`config.mk`:
```
export PLATFORM = sky130hd
export DESIGN_NAME = slow_osc_control
export DESIGN_NICKNAME = d
export VERILOG_FILES = /design/src/pkg/slow_osc_pkg.sv /design/src/rtl/slow_osc_control.sv
export SDC_FILE = /design/constraint.sdc
export NUM_CORES = 1
export LEC_CHECK = 0
export BUFFER_PORTS_ARGS = -buffer_cell sky130_fd_sc_hd__clkbuf_2
export CELL_PAD_IN_SITES_DETAIL_PLACEMENT = 0
export CELL_PAD_IN_SITES_GLOBAL_PLACEMENT = 1
export CORE_MARGIN = 4
export CORE_UTILIZATION = 42
export CTS_BUF_LIST = sky130_fd_sc_hd__clkbuf_8
export DETAILED_ROUTE_END_ITERATION = 10
export PLACE_DENSITY_LB_ADDON = 0.1
export SLEW_MARGIN = 40
export SYNTH_ARGS = -nofsm -noshare
export SYNTH_HDL_FRONTEND = slang
export SYNTH_SLANG_ARGS = --single-unit
export TNS_END_PERCENT = 50
```
`constraint.sdc`:
```
create_clock -name clk_sys_i -period 3.2 [get_ports clk_sys_i]
set_clock_uncertainty 0.1 [all_clocks]
set_input_delay 0.48 -clock clk_sys_i [delete_from_list [all_inputs] [get_ports clk_sys_i]]
set_output_delay 0.48 -clock clk_sys_i [all_outputs]
set_load 0.02 [all_outputs]
```
`src/pkg/slow_osc_pkg.sv`:
```
// Package with register map, field layout and types of the slow oscillator control block.
package slow_osc_pkg;
    localparam int ADDR_W = 8;
    localparam logic [7:0] ADDR_EXT_CTRL = 8'h14;
    localparam logic [7:0] ADDR_INT_CTRL = 8'h18;
    localparam logic [7:0] ADDR_STATUS = 8'h40;
    localparam logic [7:0] ADDR_IRQ_MASK = 8'h44;
    localparam logic [7:0] ADDR_IRQ_STATUS = 8'h48;
    localparam logic [31:0] INT_CTRL_RESET = 32'h003F0080;
    localparam logic [31:0] INT_CTRL_WMASK = 32'h007F17C6;
    localparam logic [15:0] EXT_CTRL_RESET = 16'h0080;
    localparam logic [15:0] EXT_CTRL_WMASK = 16'h17EE;
    localparam int TRIM_LSB = 16;
    localparam int TRIM_W = 7;
    localparam int LOCK_BIT = 12;
    localparam int START_LSB = 8;
    localparam int START_W = 3;
    localparam int DEMAND_BIT = 7;
    localparam int STANDBY_BIT = 6;
    localparam int AMP_BIT = 5;
    localparam int EXT_OUT_BIT = 3;
    localparam int INT_OUT_BIT = 2;
    localparam int PAD_BIT = 2;
    localparam int ENABLE_BIT = 1;
    localparam int SYNC_CYCLES = 2;
    localparam int CNT_W = 8;
    localparam int IRQ_W = 2;

    typedef struct packed {
        logic [ADDR_W-1:0] addr;
        logic [31:0] wdata;
        logic wr;
        logic rd;
    } reg_req_s;

    typedef struct packed {
        logic enable;
        logic crystal_pad_select;
        logic auto_amplitude_enable;
        logic slow_clock_output_enable;
    } ext_ctrl_s;

    typedef enum logic [2:0] {
        ST_OFF = 3'b001,
        ST_COUNT = 3'b010,
        ST_READY = 3'b100
    } start_state_e;

    function automatic logic [CNT_W-1:0] start_count(input logic [START_W-1:0] code);
        logic [CNT_W-1:0] n;
        n = 8'h00;
        case (code)
            3'h0: n = 8'h03;
            3'h1: n = 8'h04;
            3'h2: n = 8'h06;
            3'h3: n = 8'h0A;
            3'h4: n = 8'h12;
            3'h5: n = 8'h22;
            3'h6: n = 8'h42;
            default: n = 8'h82;
        endcase
        return n;
    endfunction
endpackage

```
`src/rtl/slow_osc_control.sv`:
```
// Control logic for the internal and external slow oscillators.
//
// Overview of operation
// RL1 - Software loads the 7-bit trim value itself; low six bits reset to ones.
// RL2 - Once config lock is set, all writes to the internal control register are ignored.
// RL3 - Start delay code 0..7 selects 3,4,6,10,18,34,66,130 counter cycles.
// RL4 - The start-up counter runs on ultra-low-power slow oscillator ticks.
// RL5 - After the count, two more cycles pass before the ready flag sets.
// RL6 - With demand gating set, the oscillator runs only while a peripheral requests it.
// RL7 - With demand gating clear, the oscillator runs continuously while enabled.
// RL8 - With keep-alive clear, the oscillator stops in standby.
// RL9 - With keep-alive set, standby behaves as run mode, demand gated or continuous.
// RL10 - Internal bit 2 gates the internal slow clock output.
// RL11 - Internal control register at 0x18 resets to 0x003F0080.
// RL12 - External keep-alive bit keeps it running in standby, gated or continuous.
// RL13 - External bit 5 switches automatic amplitude control.
// RL14 - External bit 3 gates the external slow clock output.
// RL15 - External bit 2 selects crystal on both pads or clock on input pad.
// RL16 - External bit 1 enables the external oscillator.
// RL17 - Ready clears when the oscillator stops; counter restarts from zero on every start.
`timescale 1ns/100ps
module slow_osc_control (
    input wire logic clk_sys_i,
    input wire logic rst_n_i,
    input wire slow_osc_pkg::reg_req_s req_i,
    output logic [31:0] rdata_o,
    input wire logic standby_i,
    input wire logic int_request_i,
    input wire logic ext_request_i,
    input wire logic ulp_tick_i,
    input wire logic int_osc_tick_i,
    output logic int_osc_run_o,
    output logic [slow_osc_pkg::TRIM_W-1:0] int_trim_o,
    output logic int_clk_out_en_o,
    output logic internal_slow_osc_ready_o,
    output logic ext_osc_run_o,
    output slow_osc_pkg::ext_ctrl_s ext_ctrl_o,
    output logic irq_o
);
    import slow_osc_pkg::*;

    logic [31:0] int_ctrl;
    logic [15:0] ext_ctrl;
    logic [IRQ_W-1:0] irq_mask;
    logic [IRQ_W-1:0] irq_status;
    logic [CNT_W-1:0] start_cnt;
    logic [1:0] sync_cnt;
    start_state_e state;
    start_state_e next_state;
    logic int_want;
    logic ext_want;
    logic ready_rise;
    logic ready_fall;
    logic rd_irq;
    logic [START_W-1:0] start_code;

    assign start_code = int_ctrl[START_LSB+START_W-1:START_LSB];
    assign rd_irq = req_i.rd && (req_i.addr == ADDR_IRQ_STATUS);

    // Internal control register with write lock.
    always_ff @(posedge clk_sys_i or negedge rst_n_i) begin
        if (!rst_n_i) begin
            int_ctrl <= INT_CTRL_RESET; // RL11 RL1
        end else if (req_i.wr && req_i.addr == ADDR_INT_CTRL && !int_ctrl[LOCK_BIT]) begin // RL2
            int_ctrl <= req_i.wdata & INT_CTRL_WMASK; // RL1
        end
    end

    // External control register.
    always_ff @(posedge clk_sys_i or negedge rst_n_i) begin
        if (!rst_n_i) begin
            ext_ctrl <= EXT_CTRL_RESET;
        end else if (req_i.wr && req_i.addr == ADDR_EXT_CTRL && !ext_ctrl[LOCK_BIT]) begin
            ext_ctrl <= req_i.wdata[15:0] & EXT_CTRL_WMASK;
        end
    end

    // Interrupt mask register.
    always_ff @(posedge clk_sys_i or negedge rst_n_i) begin
        if (!rst_n_i) begin
            irq_mask <= '0;
        end else if (req_i.wr && req_i.addr == ADDR_IRQ_MASK) begin
            irq_mask <= req_i.wdata[IRQ_W-1:0];
        end
    end

    // Run decisions for both oscillators.
    always_comb begin
        int_want = int_ctrl[ENABLE_BIT]
            && (!int_ctrl[DEMAND_BIT] || int_request_i) // RL6 RL7
            && (!standby_i || int_ctrl[STANDBY_BIT]); // RL8 RL9
        ext_want = ext_ctrl[ENABLE_BIT] // RL16
            && (!ext_ctrl[DEMAND_BIT] || ext_request_i)
            && (!standby_i || ext_ctrl[STANDBY_BIT]); // RL12
    end

    // Start-up sequencer for the internal oscillator.
    always_comb begin
        next_state = state;
        case (state)
            ST_OFF: begin
                if (int_want) begin
                    next_state = ST_COUNT;
                end
            end
            ST_COUNT: begin
                if (!int_want) begin
                    next_state = ST_OFF; // RL17
                end else if (start_cnt >= start_count(start_code)
                             && sync_cnt == 2'(SYNC_CYCLES) - 2'h1 && int_osc_tick_i) begin
                    next_state = ST_READY; // RL5
                end
            end
            ST_READY: begin
                if (!int_want) begin
                    next_state = ST_OFF; // RL17
                end
            end
            default: next_state = ST_OFF;
        endcase
    end

    always_ff @(posedge clk_sys_i or negedge rst_n_i) begin
        if (!rst_n_i) begin
            state <= ST_OFF;
        end else begin
            state <= next_state;
        end
    end

    // Start-up counter clocked by ultra-low-power ticks, then sync on oscillator ticks.
    always_ff @(posedge clk_sys_i or negedge rst_n_i) begin
        if (!rst_n_i) begin
            start_cnt <= '0;
            sync_cnt <= '0;
        end else if (state != ST_COUNT) begin
            start_cnt <= '0; // RL17
            sync_cnt <= '0;
        end else if (start_cnt < start_count(start_code)) begin
            if (ulp_tick_i) begin
                start_cnt <= start_cnt + 8'h01; // RL3 RL4
            end
        end else if (int_osc_tick_i && sync_cnt < 2'(SYNC_CYCLES) - 2'h1) begin
            sync_cnt <= sync_cnt + 2'h1; // RL5
        end
    end

    assign ready_rise = (state != ST_READY) && (next_state == ST_READY);
    assign ready_fall = (state == ST_READY) && (next_state != ST_READY);

    // Sticky event flags; a new event wins over the read clear.
    always_ff @(posedge clk_sys_i or negedge rst_n_i) begin
        if (!rst_n_i) begin
            irq_status <= '0;
        end else begin
            irq_status <= (rd_irq ? '0 : irq_status) | {ready_fall, ready_rise};
        end
    end

    // Registered outputs.
    always_ff @(posedge clk_sys_i or negedge rst_n_i) begin
        if (!rst_n_i) begin
            int_osc_run_o <= 1'b0;
            int_trim_o <= '0;
            int_clk_out_en_o <= 1'b0;
            internal_slow_osc_ready_o <= 1'b0;
            ext_osc_run_o <= 1'b0;
            ext_ctrl_o <= '0;
        end else begin
            int_osc_run_o <= (next_state != ST_OFF);
            int_trim_o <= int_ctrl[TRIM_LSB+TRIM_W-1:TRIM_LSB]; // RL1
            int_clk_out_en_o <= int_ctrl[INT_OUT_BIT] && (next_state == ST_READY); // RL10
            internal_slow_osc_ready_o <= (next_state == ST_READY); // RL5 RL17
            ext_osc_run_o <= ext_want;
            ext_ctrl_o.enable <= ext_want; // RL16
            ext_ctrl_o.crystal_pad_select <= ext_ctrl[PAD_BIT]; // RL15
            ext_ctrl_o.auto_amplitude_enable <= ext_ctrl[AMP_BIT]; // RL13
            ext_ctrl_o.slow_clock_output_enable <= ext_ctrl[EXT_OUT_BIT] && ext_want; // RL14
        end
    end

    // Read data, one cycle after the read strobe.
    always_ff @(posedge clk_sys_i or negedge rst_n_i) begin
        if (!rst_n_i) begin
            rdata_o <= '0;
        end else if (req_i.rd) begin
            case (req_i.addr)
                ADDR_INT_CTRL: rdata_o <= int_ctrl;
                ADDR_EXT_CTRL: rdata_o <= {16'h0000, ext_ctrl};
                ADDR_STATUS: rdata_o <= {31'h00000000, state == ST_READY};
                ADDR_IRQ_MASK: rdata_o <= {30'h00000000, irq_mask};
                ADDR_IRQ_STATUS: rdata_o <= {30'h00000000, irq_status};
                default: rdata_o <= '0;
            endcase
        end else begin
            rdata_o <= '0;
        end
    end

    assign irq_o = |(irq_status & irq_mask);
endmodule

```
==> results.md <==
* Outcome: completed
* Total power at 0.00187 W
* Critical Path Sink: start_cnt[6]
* Actual slew at the worst max-slew pin at 0.670 ns
* CP Capture Type: flip-flop
* Routed Antenna Nets at 0
* Final Cycle Share at 78.7%
* Largest net degree at the start of global routing at 75
* Combinational share of power at 7.1%
* Sw power at 0.000482 W
* Seq pwr share at 52.4%
* FILL cells at 703
* Final Slew Violations at 0
* Diodes inserted at 0
* Max Clk Rate at 397 MHz
* Std cell rows at 32
* Worst setup SP type: flip-flop
* Pwr Density at 460 nW/um2
* Lkg Pwr at 2.05 nW
* Hold Vio Cnt, Final at 0
* Worst skew pair latency at 0.35 ns
* First-pass GRT wire length at 12,300 um
* Drc violations at 0
* Main combinational cell family by area after synthesis: simple AND/OR/NAND/NOR gates
* Cell count after synthesis at 291
* Vias in the first global route at 2,439
* Yosys top cell area share at 46.7%
* Area Overhead vs Synth at 16.7%
* Post-layout net count at 420
* Worst Path Arrival at 2.69 ns
* Peak VDD IR at 0.230 mV
* Reg-to-reg critical path endpoint: start_cnt[6]
* DR vias at 2,410
* RSZ-0062 raised after global routing: no
* Reg clk slew, reported paths at 0.09 ns
* Final setup viols at 0
* CTS buffer count at 9
* Effective utilization at floorplan at 44.2%
* Top FF cell, synth: dfrtp_1
* RD Place Congestion at 0.781
* Most frequent cell after synthesis: dfrtp_1
* CTS sink cnt at 74
* Synth Cell Area at 3490 um2
* GRT busiest layer: met2
* Synth Register Bits at 74
* H-Tree Depth at 3
* Worst min path class: input port to asynchronous set/reset pin
* Postcts setup bufs at 0
* WHS at 0.0265 ns
* Tot GR Track Use at 15.7%
* Hold_buf cts at 0
* Crit path max fanout at 17
* Reg-to-reg startpoint: int_ctrl[8]
* 1st-iter DRT viols at 98
* Fin cells at 467
* TritonCTS clock tree: done
* Final core utilization at 51.6%
* CP Data Required Time at 3.37 ns
* Most frequent cells after synthesis: dfrtp_1, buf_4, nand2_1
* Synth area leaders: dfrtp_1, dfstp_2, mux2_2
* Max transition margin at 55.3%
* Distinct cells, synth at 59
* Slack of the worst reg-to-reg path at 0.68 ns
* Initial antenna violation count at 0
* Core area at 7890 um2
* Area leader, netlist: dfrtp_1
* Pint at 0.00139 W
* Root buffer cell: clkbuf_8
* Worst Reg-to-Reg Cells at 8
* CTS Buffer Depth at 2
* Mux cell area share after synthesis at 9.44%
* Tmin final at 2.52 ns
* Syn_area_per_cell at 12.0 um2
* Drt total wl at 7230 um
* Sw frac at 25.7%
* Post-synth EDFFs at 0
* GRT overflow at 0
* Post-Synth Adder-Cell Area at 3.95%
* I/O pin total at 97
* Clock share of power at 40.5%
* Critical path class: flip-flop to flip-flop
* Met2 Usage GRT at 23.0%
* Maximum capacitance violations at 0
* Post-synth ARST share at 100%
* Met3 Usage GRT at 4.56%
* Avg WL per Cell at 15.5 um
* YS warnings at 0
* Compound-gate portion of the synthesized area at 10.5%
* Simple-gate share of the synthesized area at 16.6%
* DIE AREA at 9820 um2
* Cts repair resizes at 0
* DPL Wire Length at 5240 um
* Die width at 99.1 um
* Vias per cell at 5.16
* M1 GR Usage at 22.5%
* DR pass1 iterations at 4
* Total Neg Setup Slack at 0 ns
* IO Port Bufs at 68
* CP Launch Point: int_ctrl[8]
* DP Cell Count at 451
* Sequential area share after synthesis at 53.4%
* Layout cells sized above 1 at 36.4%
* Die Ht at 99.1 um
* XOR/XNOR Fraction of Synth Area at 0.503%
==> final cells by class <==
| cell class | instances | area [um2] | share of cell area (%) |
|---|---|---|---|
| Inverter | 7 | 26.3 | 0.646 |
| Clock inverter | 7 | 83.8 | 2.06 |
| Multi-Input combinational cell | 198 | 1480 | 36.4 |
| Tap cell | 102 | 128 | 3.14 |
| Timing Repair Buffer | 70 | 362 | 8.89 |
| Sequential cell | 74 | 1860 | 45.8 |
| Clock buffer | 9 | 124 | 3.05 |
==> cells in the final DEF (no fill, tap or decap), types with 6 or more instances in the layout <==
master | synthesis | final
a22o_1 | 8 | 8
ha_1 | 11 | 11
dfstp_2 | 9 | 9
a21oi_1 | 14 | 14
inv_1 | 7 | 7
nand3b_1 | 8 | 8
clkbuf_2 | 0 | 67
mux2_4 | 10 | 10
dfrtp_1 | 65 | 65
o21ai_0 | 11 | 11
nand4_1 | 7 | 7
conb_1 | 1 | 14
nor2_1 | 13 | 13
nand2_1 | 16 | 16
mux2_2 | 15 | 15
clkbuf_8 | 0 | 9
and3_1 | 11 | 11
nand3_1 | 6 | 6
==> critical path, stage by stage, from the launching register on <==
cell,delay [ns]
dfrtp_1,0.52
nor3b_1,0.30
ha_1,0.29
nor2b_4,0.13
o21bai_1,0.17
a21oi_1,0.09
buf_4,0.20
or4_1,0.47
a21oi_1,0.17
==> power by group through the flow <==
stage	Sequential, W	Combinational, W	Clock (W)
2_1_floorplan	0.000999	0.0000807	0
3_3_place_gp	0.000999	0.000131	0
3_5_place_dp	0.00100	0.000135	0
4_1_cts	0.000982	0.000135	0.000789
5_1_grt	0.000986	0.000149	0.000829
6_report	0.000982	0.000133	0.000758
==> layer usage <==
layer	share of wire, %	vias up	routed length (um)
li1	-	1166	-
met1	48	1163	3470
met2	45	71	3240
met3	6.0	10	437
met4	1.2	0	87
met5	0	-	0
==> worst min path at each step <==
| stage | start | to | slack [ns] | depth (start not counted) |
|---|---|---|---|---|
| after global placement | ext_ctrl[5] | ext_ctrl_o[1] | 0.27 | 0 |
| after CTS | rst_n_i | ext_ctrl[1] | 0.05 | 1 |
| after detailed placement | ext_ctrl[5] | ext_ctrl_o[1] | 0.28 | 0 |
| after floorplan | rst_n_i | ext_ctrl[10] | 0.08 | 0 |
| final | rst_n_i | start_cnt[4] | 0.03 | 1 |
| after global routing | rst_n_i | start_cnt[4] | 0.07 | 1 |
==> through the flow <==
stage                     area, um2  worst slack [ns]
final                          4070             0.680
after global routing           4070             0.470
after CTS                      4070             0.687
after detailed placement       3860             0.710
after global placement         3850             0.789
after floorplan                3530             0.974
==> registers in the layout (all words and copies together), names as in the netlist <==
| register | count |
|---|---|
| rdata_o | 18 |
| int_ctrl | 15 |
| ext_ctrl | 10 |
| start_cnt | 8 |
| int_trim_o | 7 |
| ext_ctrl_o | 4 |
| state | 3 |
| irq_mask | 2 |
| irq_status | 2 |
| sync_cnt | 2 |
| int_clk_out_en_o | 1 |
| int_osc_run_o | 1 |
| internal_slow_osc_ready_o | 1 |
==> cells by family after synthesis <==
kind of cell / after synthesis
xor+xnor: 2
flops: 74
fa+ha+maj: 11
buf+inv: 32
other cells: 1
compound gates: 53
simple gates: 92
mux: 26
Power figures use the tool's default switching activity.
